===== config.mk =====
export PLATFORM = sky130hd
export DESIGN_NAME = omc_mode_ctrl
export DESIGN_NICKNAME = d
export VERILOG_FILES = /design/src/rtl/omc_pkg.sv /design/src/rtl/omc_mode_ctrl.sv
export SDC_FILE = /design/constraint.sdc
export NUM_CORES = 1
export LEC_CHECK = 0
export BUFFER_PORTS_ARGS = -buffer_cell sky130_fd_sc_hd__buf_2
export CORE_MARGIN = 2
export CORE_UTILIZATION = 25
export CTS_CLUSTER_SIZE = 40
export DETAILED_ROUTE_END_ITERATION = 10
export MAX_ROUTING_LAYER = met4
export PLACE_DENSITY_LB_ADDON = 0.08
export SKIP_CTS_REPAIR_TIMING = 1
export SYNTH_ARGS = -nofsm -noshare
export SYNTH_HDL_FRONTEND = slang
export SYNTH_SLANG_ARGS = --single-unit

===== constraint.sdc =====
create_clock -name MCLK -period 1.7 [get_ports MCLK]
set_input_delay 0.425 -clock MCLK [delete_from_list [all_inputs] [get_ports MCLK]]
set_output_delay 0.425 -clock MCLK [all_outputs]
set_load 0.03 [all_outputs]

===== src/rtl/omc_pkg.sv =====
// package: mode encodings, sequence states and EPROM size codes for the operating mode controller
package omc_pkg;
  // operating modes, one-hot
  typedef enum logic [2:0] {
    OMC_RUN     = 3'h1,
    OMC_MONITOR = 3'h2,
    OMC_PROGRAM = 3'h4
  } omc_mode_t;

  // 2-bit mode field encoding used by selector and start-up setting
  localparam logic [1:0] OMC_SEL_RUN = 2'h0;
  localparam logic [1:0] OMC_SEL_MONITOR = 2'h1;
  localparam logic [1:0] OMC_SEL_PROGRAM = 2'h2;

  // controller sequence states
  typedef enum logic [3:0] {
    OMC_ST_RESET = 4'h1,
    OMC_ST_BOOT  = 4'h2,
    OMC_ST_DECIDE = 4'h4,
    OMC_ST_OPER  = 4'h8
  } omc_state_t;

  // cassette EPROM size codes
  localparam logic [1:0] OMC_EPROM_8K = 2'h0;
  localparam logic [1:0] OMC_EPROM_16K = 2'h1;
  localparam logic [1:0] OMC_EPROM_32K = 2'h3;

  localparam logic [2:0] OMC_MODE_RESET = 3'h1;
endpackage


===== src/rtl/omc_mode_ctrl.sv =====
// operating mode controller: start-up mode decision, mode changes, permissions, cassette status
// ****************************************************************
// ****************************************************************
`timescale 1ns/1ps
`default_nettype none
module omc_mode_ctrl (
  input wire logic MCLK,
  input wire logic RSTN,
  // peripheral presence and console selector (pins)
  input wire logic CONSOLE_PRESENT,
  input wire logic OTHER_PERIPH_PRESENT,
  input wire logic [1:0] CONSOLE_SELECTOR,
  input wire logic PASSWORD_OK,
  // stored start-up setting, same clock
  input wire logic [1:0] STARTUP_MODE_SETTING,
  // scan engine, same clock
  input wire logic SCAN_BOUNDARY,
  // configuration switch 2 and cassette pins
  input wire logic AUTOBOOT_SWITCH,
  input wire logic CASSETTE_WP_SWITCH,
  input wire logic [1:0] EPROM_SIZE_SWITCH,
  // copy engine handshake, same clock
  input wire logic BOOT_COPY_DONE,
  // output image from program
  input wire logic [15:0] OUTPUT_BITS,
  output var omc_pkg::omc_mode_t MODE,
  output logic PROGRAM_EXECUTE,
  output logic ONLINE_EDIT_ALLOW,
  output logic FORCE_ALLOW,
  output logic PROGRAM_EDIT_ALLOW,
  output logic BOOT_COPY_START,
  output logic CASSETTE_WRITE_PROTECT_FLAG,
  output logic [1:0] EPROM_SIZE_CODE,
  output logic [15:0] OUTPUT_POINTS
);
  import omc_pkg::*;

  // ****************************************************************
  // pin synchronisers
  // ****************************************************************
  logic [6:0] s1_r, s2_r;
  logic [6:0] s_in;
  assign s_in = {EPROM_SIZE_SWITCH, CASSETTE_WP_SWITCH, AUTOBOOT_SWITCH, CONSOLE_SELECTOR,
                 CONSOLE_PRESENT};
  // other peripheral kept separate for readability
  logic op1_r, op2_r;
  always_ff @(posedge MCLK or negedge RSTN) begin
    if (!RSTN) begin
      s1_r <= 7'h00;
      s2_r <= 7'h00;
      op1_r <= 1'b0;
      op2_r <= 1'b0;
    end else begin
      s1_r <= s_in;
      s2_r <= s1_r;
      op1_r <= OTHER_PERIPH_PRESENT;
      op2_r <= op1_r;
    end
  end
  logic con_p, oth_p, auto_sw, wp_sw;
  logic [1:0] sel, eprom_sw;
  assign con_p = s2_r[0];
  assign sel = s2_r[2:1];
  assign auto_sw = s2_r[3];
  assign wp_sw = s2_r[4];
  assign eprom_sw = s2_r[6:5];
  assign oth_p = op2_r;

  function automatic omc_mode_t dec_mode(input logic [1:0] code);
    omc_mode_t m;
    m = OMC_RUN;
    if (code == OMC_SEL_MONITOR) begin
      m = OMC_MONITOR;
    end else if (code == OMC_SEL_PROGRAM) begin
      m = OMC_PROGRAM;
    end
    return m;
  endfunction

  // ****************************************************************
  // mode sequence
  // ****************************************************************
  omc_state_t st_r, st_nxt;
  omc_mode_t mode_r, mode_nxt;
  omc_mode_t pend_r, pend_nxt;
  logic con_prev_r, con_prev_nxt;
  logic unlocked_r, unlocked_nxt;
  logic boot_go_r, boot_go_nxt;
  logic [1:0] warm_r, warm_nxt;
  logic settled;
  // synchroniser stages come out of reset empty, so pin copies are stale until both fill
  assign settled = warm_r[1];

  always_comb begin
    warm_nxt = {warm_r[0], 1'b1};
    st_nxt = st_r;
    mode_nxt = mode_r;
    pend_nxt = pend_r;
    con_prev_nxt = con_p;
    unlocked_nxt = unlocked_r;
    boot_go_nxt = 1'b0;
    unique case (st_r)
      OMC_ST_RESET: begin
        // two synchroniser stages settle before the start-up decision
        if (settled) begin
          st_nxt = OMC_ST_BOOT;
          if (auto_sw) begin
            boot_go_nxt = 1'b1;
          end
        end
      end
      OMC_ST_BOOT: begin
        if (!auto_sw || BOOT_COPY_DONE) begin
          st_nxt = OMC_ST_DECIDE;
        end
      end
      OMC_ST_DECIDE: begin
        if (con_p) begin
          pend_nxt = dec_mode(sel);
          unlocked_nxt = 1'b1;
        end else if (oth_p) begin
          pend_nxt = OMC_PROGRAM;
        end else begin
          pend_nxt = dec_mode(STARTUP_MODE_SETTING);
        end
        mode_nxt = pend_nxt;
        st_nxt = OMC_ST_OPER;
      end
      OMC_ST_OPER: begin
        // attachment after power-up keeps the mode until a password unlocks
        if (con_p && !con_prev_r) begin
          unlocked_nxt = 1'b0;
        end
        if (!con_p) begin
          unlocked_nxt = 1'b0;
        end else if (PASSWORD_OK) begin
          unlocked_nxt = 1'b1;
        end
        if (con_p && unlocked_r) begin
          pend_nxt = dec_mode(sel);
        end
        // applying only at a boundary keeps each scan under one mode
        if (SCAN_BOUNDARY) begin
          mode_nxt = pend_r;
        end
      end
      default: begin
        st_nxt = OMC_ST_RESET;
      end
    endcase
  end

  always_ff @(posedge MCLK or negedge RSTN) begin
    if (!RSTN) begin
      st_r <= OMC_ST_RESET;
      mode_r <= OMC_RUN;
      pend_r <= OMC_RUN;
      con_prev_r <= 1'b0;
      unlocked_r <= 1'b0;
      boot_go_r <= 1'b0;
      warm_r <= 2'h0;
    end else begin
      warm_r <= warm_nxt;
      st_r <= st_nxt;
      mode_r <= mode_nxt;
      pend_r <= pend_nxt;
      con_prev_r <= con_prev_nxt;
      unlocked_r <= unlocked_nxt;
      boot_go_r <= boot_go_nxt;
    end
  end

  // ****************************************************************
  // permissions and outputs
  // ****************************************************************
  logic oper;
  assign oper = (st_r == OMC_ST_OPER);
  // permissions load on the same edge as the mode they belong to
  logic oper_nxt;
  assign oper_nxt = (st_nxt == OMC_ST_OPER);
  logic exec_nxt, edit_nxt, force_nxt, prog_nxt;
  logic [15:0] pts_nxt;
  logic exec_r, edit_r, force_r, prog_r, wp_r;
  logic [1:0] esz_r;
  logic [15:0] pts_r;

  always_comb begin
    exec_nxt = oper_nxt && (mode_nxt != OMC_PROGRAM);
    edit_nxt = oper_nxt && (mode_nxt == OMC_MONITOR);
    force_nxt = oper_nxt && (mode_nxt != OMC_RUN);
    prog_nxt = oper_nxt && (mode_nxt == OMC_PROGRAM);
    pts_nxt = exec_nxt ? OUTPUT_BITS : 16'h0000;
  end

  always_ff @(posedge MCLK or negedge RSTN) begin
    if (!RSTN) begin
      exec_r <= 1'b0;
      edit_r <= 1'b0;
      force_r <= 1'b0;
      prog_r <= 1'b0;
      pts_r <= 16'h0000;
      wp_r <= 1'b0;
      esz_r <= OMC_EPROM_8K;
    end else begin
      exec_r <= exec_nxt;
      edit_r <= edit_nxt;
      force_r <= force_nxt;
      prog_r <= prog_nxt;
      pts_r <= pts_nxt;
      wp_r <= wp_sw;
      esz_r <= eprom_sw;
    end
  end

  assign MODE = mode_r;
  assign PROGRAM_EXECUTE = exec_r;
  assign ONLINE_EDIT_ALLOW = edit_r;
  assign FORCE_ALLOW = force_r;
  assign PROGRAM_EDIT_ALLOW = prog_r;
  assign BOOT_COPY_START = boot_go_r;
  assign CASSETTE_WRITE_PROTECT_FLAG = wp_r;
  assign EPROM_SIZE_CODE = esz_r;
  assign OUTPUT_POINTS = pts_r;
endmodule
`default_nettype wire


==> Yosys cells after proc, flatten, opt, wreduce, memory -nomap -nowiden <==
Cells that the tools add are included.
{ "totals": {"wordCells": 68, "output_inout_bits": 27, "inputBits": 31, "regBits": 54} }
{ "classes": {"n_eq_ne": 16, "reduce_logical": 12, "mux": 22} }
{ "ops": {"columns": ["operator", "n"], "rows": [
  ["3-bit 2-to-1 mux", 8],
  ["16-bit 2-to-1 mux", 1],
  ["4-bit case mux with 4 select lines", 1],
  ["3-bit case mux with 2 select lines", 2],
  ["4-bit == test, second input constant", 2],
  ["4-bit 2-to-1 mux", 2],
  ["1-bit 2-to-1 mux", 7],
  ["1-bit logical AND", 6],
  ["2-bit by 1-bit == test with 1-bit output, second input constant", 2],
  ["2-bit == test, second input constant", 2],
  ["4-bit by 1-bit == test with 1-bit output, second input constant", 1],
  ["4-bit by 2-bit == test with 1-bit output, second input constant", 1],
  ["4-bit by 3-bit == test with 1-bit output, second input constant", 1],
  ["4-bit by 3-bit inequality test with 1-bit output, second input constant", 1],
  ["3-bit by 2-bit == test with 1-bit output, second input constant", 1],
  ["3-bit == test, second input constant", 1],
  ["3-bit by 1-bit inequality test with 1-bit output, second input constant", 1],
  ["3-bit inequality test, second input constant", 1],
  ["3-bit AND reduction", 1],
  ["1-bit zero test", 2],
  ["2-bit by 1-bit inequality test with 1-bit output, second input constant", 1],
  ["2-bit inequality test, second input constant", 1],
  ["1-bit case mux with 2 select lines", 1],
  ["2-bit AND reduction", 1],
  ["2 further kinds", 2]
]} }

==> Longest topological paths before layout <==
{ "logic_depth": {"word_depth": 9, "depth_mapped": 8, "mapped_depth_nobuf": 7} }

==> Worst setup path after synthesis <==
OpenSTA, ideal clock, no wires.
{ "synth_path": {"path_type": "input -> register", "start": "input STARTUP_MODE_SETTING[0]", "end": "register force_r, in the netlist FORCE_ALLOW", "setup_time_ps": 124, "path_buffers": 1, "arrival_ps": 1802, "required_time_ps": 1576, "stages": 7, "path_slack_ps": -226, "path_cell_list": "inv_1 > ha_1 > or3b_2 > a21oi_2 > a221oi_2 > buf_4 > o31a_1"} }
{ "synth_between": {"elab_chain_len": 8, "word_cells_on_any_way": 9, "classes_between": "eq/ne: 3; mux: 5; reduce/logical: 1"} }
{ "synth_lines": {"columns": ["element", "line", "source"], "rows": [
  ["start: declaration", "omc_mode_ctrl.sv:15", "input wire logic [1:0] STARTUP_MODE_SETTING,"],
  ["2-bit == test", "omc_mode_ctrl.sv:74", "end else if (code == OMC_SEL_PROGRAM) begin"],
  ["3-bit 2-to-1 mux", "omc_mode_ctrl.sv:74", null],
  ["3-bit 2-to-1 mux (*)", "omc_mode_ctrl.sv:72", "if (code == OMC_SEL_MONITOR) begin"],
  ["3-bit 2-to-1 mux (*)", "omc_mode_ctrl.sv:121", "end else if (oth_p) begin"],
  ["3-bit 2-to-1 mux (*)", "omc_mode_ctrl.sv:118", "if (con_p) begin"],
  ["3-bit case mux with 2 select lines (*)", "omc_mode_ctrl.sv:102", "unique case (st_r)"],
  ["3-bit by 1-bit inequality test with 1-bit output (*)", "omc_mode_ctrl.sv:190", "force_nxt = oper_nxt && (mode_nxt != OMC_RUN);"],
  ["1-bit logical AND (*)", "omc_mode_ctrl.sv:190", null],
  ["named net force_nxt", "omc_mode_ctrl.sv:181", "logic exec_nxt, edit_nxt, force_nxt, prog_nxt;"],
  ["end signal: assignment", "omc_mode_ctrl.sv:207", "force_r <= force_nxt;"],
  ["end: declaration", "omc_mode_ctrl.sv:183", "logic exec_r, edit_r, force_r, prog_r, wp_r;"]
]} }
The timed path passes the listed nets; every way through them passes the cells marked *.
A chain may end at the register's enable or synchronous reset.

==> Worst setup path in the final report <==
{ "layout_path": {"start": "register st_r[1]", "end": "register force_r, in the netlist FORCE_ALLOW"} }
{ "layout_between": {"elab_chain_len": 4, "word_cells_on_any_way": 11, "classes_between": "eq/ne: 6; mux: 4; reduce/logical: 1"} }
{ "layout_lines": {"columns": ["element", "line", "source"], "rows": [
  ["start: declaration", "omc_mode_ctrl.sv:83", "omc_state_t st_r, st_nxt;"],
  ["start signal: assignment", "omc_mode_ctrl.sv:164", "st_r <= st_nxt;"],
  ["4-bit == test / 4-bit by 3-bit == test with 1-bit output (equally long branches)", "omc_mode_ctrl.sv:102", null],
  ["3-bit case mux with 2 select lines (*)", "omc_mode_ctrl.sv:102", null],
  ["named net mode_nxt[1]", "omc_mode_ctrl.sv:84", "omc_mode_t mode_r, mode_nxt;"],
  ["3-bit by 1-bit inequality test with 1-bit output (*)", "omc_mode_ctrl.sv:190", null],
  ["1-bit logical AND (*)", "omc_mode_ctrl.sv:190", null],
  ["named net force_nxt", "omc_mode_ctrl.sv:181", null]
]} }
Marks and branches as above.

==> impl_metrics.csv <==
group,metric,value,unit
finish,drive_gt1_share,49.8,%
critical_path,cp_slowest_cell,"dfrtp_2",
placed_design,gp_congestion,0.706,
clock_network,clock_path_buffers,2,
timing,rsz0062_at_grt,"yes",
placed_design,numPortBuffers,57,
timing,finalWorstSetupSlack,-0.218,ns
finish,layout.cells.most_common_list,"buf_2, dfrtp_1, nand2_1, buf_4, a31oi_1",
yosys,synth_edf_count,0,
global_routing,grt_max_degree,55,
route,wl_per_cell,12.4,um
finish,fin_cells,350,
die,pin_count,58,
clock_network,cts_max_level,2,
route,drc,0,
clock_network,cts_tree,"done",
critical_path,r2r_slack,-0.22,ns
critical_path,cp-startpoint,"st_r[1]",
route,routed_wl,4.34,mm
yosys,synthCells,160,
route,vias,1497,
pwr,leakagePower,1.38,nW
finish,syn_to_final_growth,37.2,%
timing,finalSetupViolations,23,
yosys,synth_largest_area_cell,"dfrtp_1",
clock_network,insertion_delay,0.31,ns
yosys,syn-cell-area,2090,um^2
yosys,synthArstFlopShare,100,%
critical_path,critPathLaunchType,"flip-flop",
clock_network,cts-root-buf,"clkbuf_8",
timing,finalCritPeriodShare,113,%
critical_path,path_buf_inv,2,
outcome,violations,"negative setup slack",
finish,layout_commonest_cell,"buf_2",
global_routing,grt-ovfl-total,0,
die,die_y,95.5,um
critical_path,r2r-start,"st_r[1]",
die,coreArea,8180,um^2
timing,finalSetupTns,-3.79,ns
critical_path,max_stage_delay,0.47,ns
yosys,synthFlopType,"dfrtp_1",
critical_path,ff2ff_path_depth,6,
die,die-area,9120,um^2
route,drt_iter0_markers,34,
die,die_w,95.5,um
yosys,synth-seq-cells,54,
global_routing,grt_pass1_vias,1397,
finish,layout.nets,279,
timing,skew,0.0102,ns
finish,post-route-util,35.1,%
critical_path,worstSetupEndpointType,"flip-flop",
global_routing,antenna_found_initial,0,
pwr,cellPowerDensity,971,nW/um^2
finish,final_cell_area,2870,um^2
placed_design,dpl_cell_area,2660,um^2
clock_network,cts_num_sinks,54,
global_routing,track_usage,10.1,%
critical_path,cp.required,1.89,ns
timing,max_freq,521,MHz
critical_path,crit_arrival,2.10,ns
critical_path,worst-path-stages,6,
clock_network,path_clk_slew,0.09,ns
timing,drv_slew,0,
run,drv_cap,0,
route,first_pass_iters,4,
yosys,synth_fp_nets,195,
critical_path,rr_endpoint,"FORCE_ALLOW",
yosys,synth_warnings,0,
critical_path,critPathCapture,"FORCE_ALLOW",
clock_network,cts_made_buffers,5,
yosys,ys_seq_area_share,64.7,%
yosys,synth_top_area_share,61.0,%
yosys,synth_cell_types,42,
route,routed_via_density,4.28,
pwr,power,0.00279,W
critical_path,critPathMaxFanout,4,
die,row_count,33,
critical_path,path_cells,"nor4b_4, a21oi_2, buf_4, a221oi_4, inv_1, o31a_1",
route,final_antenna_net_count,0,
yosys,yosys-top-cells-area,"dfrtp_1, a31oi_1, nand2_1",
global_routing,grt_pass1_wl,6.84,mm
timing,hold_viol_final,0,
placed_design,dp.cells,339,
die,initial_core_util,25.6,%
critical_path,critical_path_class,"flip-flop to flip-flop",
outcome,status,"finished with violations",
yosys,syn_avg_cell_area,13.1,um^2
hold_path,hold_path_class,"input pin to asynchronous set/reset pin",
finish,diodes,0,
timing,period_needed,1.92,ns
critical_path,critPathTopFamily,"compound AO/OA/AOI/OAI gates",
placed_design,hpwl,3.16,mm
pwr,peakVddDrop,0.417,mV
-- cells by family after synthesis --
group / count (synthesis) / share of synthesized area (%)
compound gates: 39 / 13.6
flops: 54 / 64.7
fa+ha+maj: 4 / 2.39
xor+xnor: 1 / 0.418
simple gates: 42 / 13.0
other cells: 1 / 0.179
buf+inv: 17 / 4.66
mux: 2 / 1.02
-- power by group --
part	internal, W	total [W]	switching [W]	leakage, nW
combinational	0.000233	0.000601	0.000368	0.696
sequential	0.00139	0.00144	0.0000480	0.640
clock	0.000328	0.000744	0.000416	0.0472
-- cells in the mapped netlist (all sizes together), types with 2 or more instances --
master  count
inv         7
or4b        2
or3b        2
o21ai       5
dfstp       3
a31oi      17
clkbuf      2
nand3b      2
dfrtp      51
nor4b       3
nand3       2
ha          4
a21oi       6
buf         8
nand2      24
a221oi      2
-- worst min path at each step --
stage | start | endpoint
2_1_floorplan | RSTN | BOOT_COPY_START
3_3_place_gp | op1_r | op2_r
3_5_place_dp | s1_r[1] | s2_r[1]
4_1_cts | RSTN | BOOT_COPY_START
5_1_grt | RSTN | EPROM_SIZE_CODE[1]
6_report | RSTN | CASSETTE_WRITE_PROTECT_FLAG
-- per-stage QoR --
| stage | hold slack [ns] | setup WS [ns] |
|---|---|---|
| floorplan | 0.129 | -0.116 |
| global route | 0.109 | -0.301 |
| finish | 0.0996 | -0.218 |
| global placement | 0.332 | -0.280 |
| CTS | 0.108 | -0.244 |
| detailed placement | 0.335 | -0.317 |
-- layout make-up --
class / instances / area (um^2)
sequential: 54 / 1360
multi-input combinational: 89 / 709
clock buffer: 6 / 82.6
timing repair buffer: 87 / 551
tap: 105 / 131
inverter: 7 / 28.8
clock inverter: 2 / 12.5
fill: 843 / 5300
-- sequential cells by signal (all words and copies together), names as in the netlist, 2 cells and up --
signal and flops:
OUTPUT_POINTS 16, s1_r 7, s2_r 7, st_r 4, MODE 3, pend_r 3, EPROM_SIZE_CODE 2, warm_r 2
-- layer usage --
layer / GRT usage [%] / vias up / share of wire [%] / wire length [um]
li1: - / 732 / - / -
met1: 12.7 / 718 / 45 / 1970
met2: 15.9 / 40 / 47 / 2040
met3: 2.45 / 7 / 6.0 / 261
met4: 3.93 / 0 / 1.7 / 74
met5: - / - / 0 / 0
Note: power is estimated with default switching activity, not from simulation.
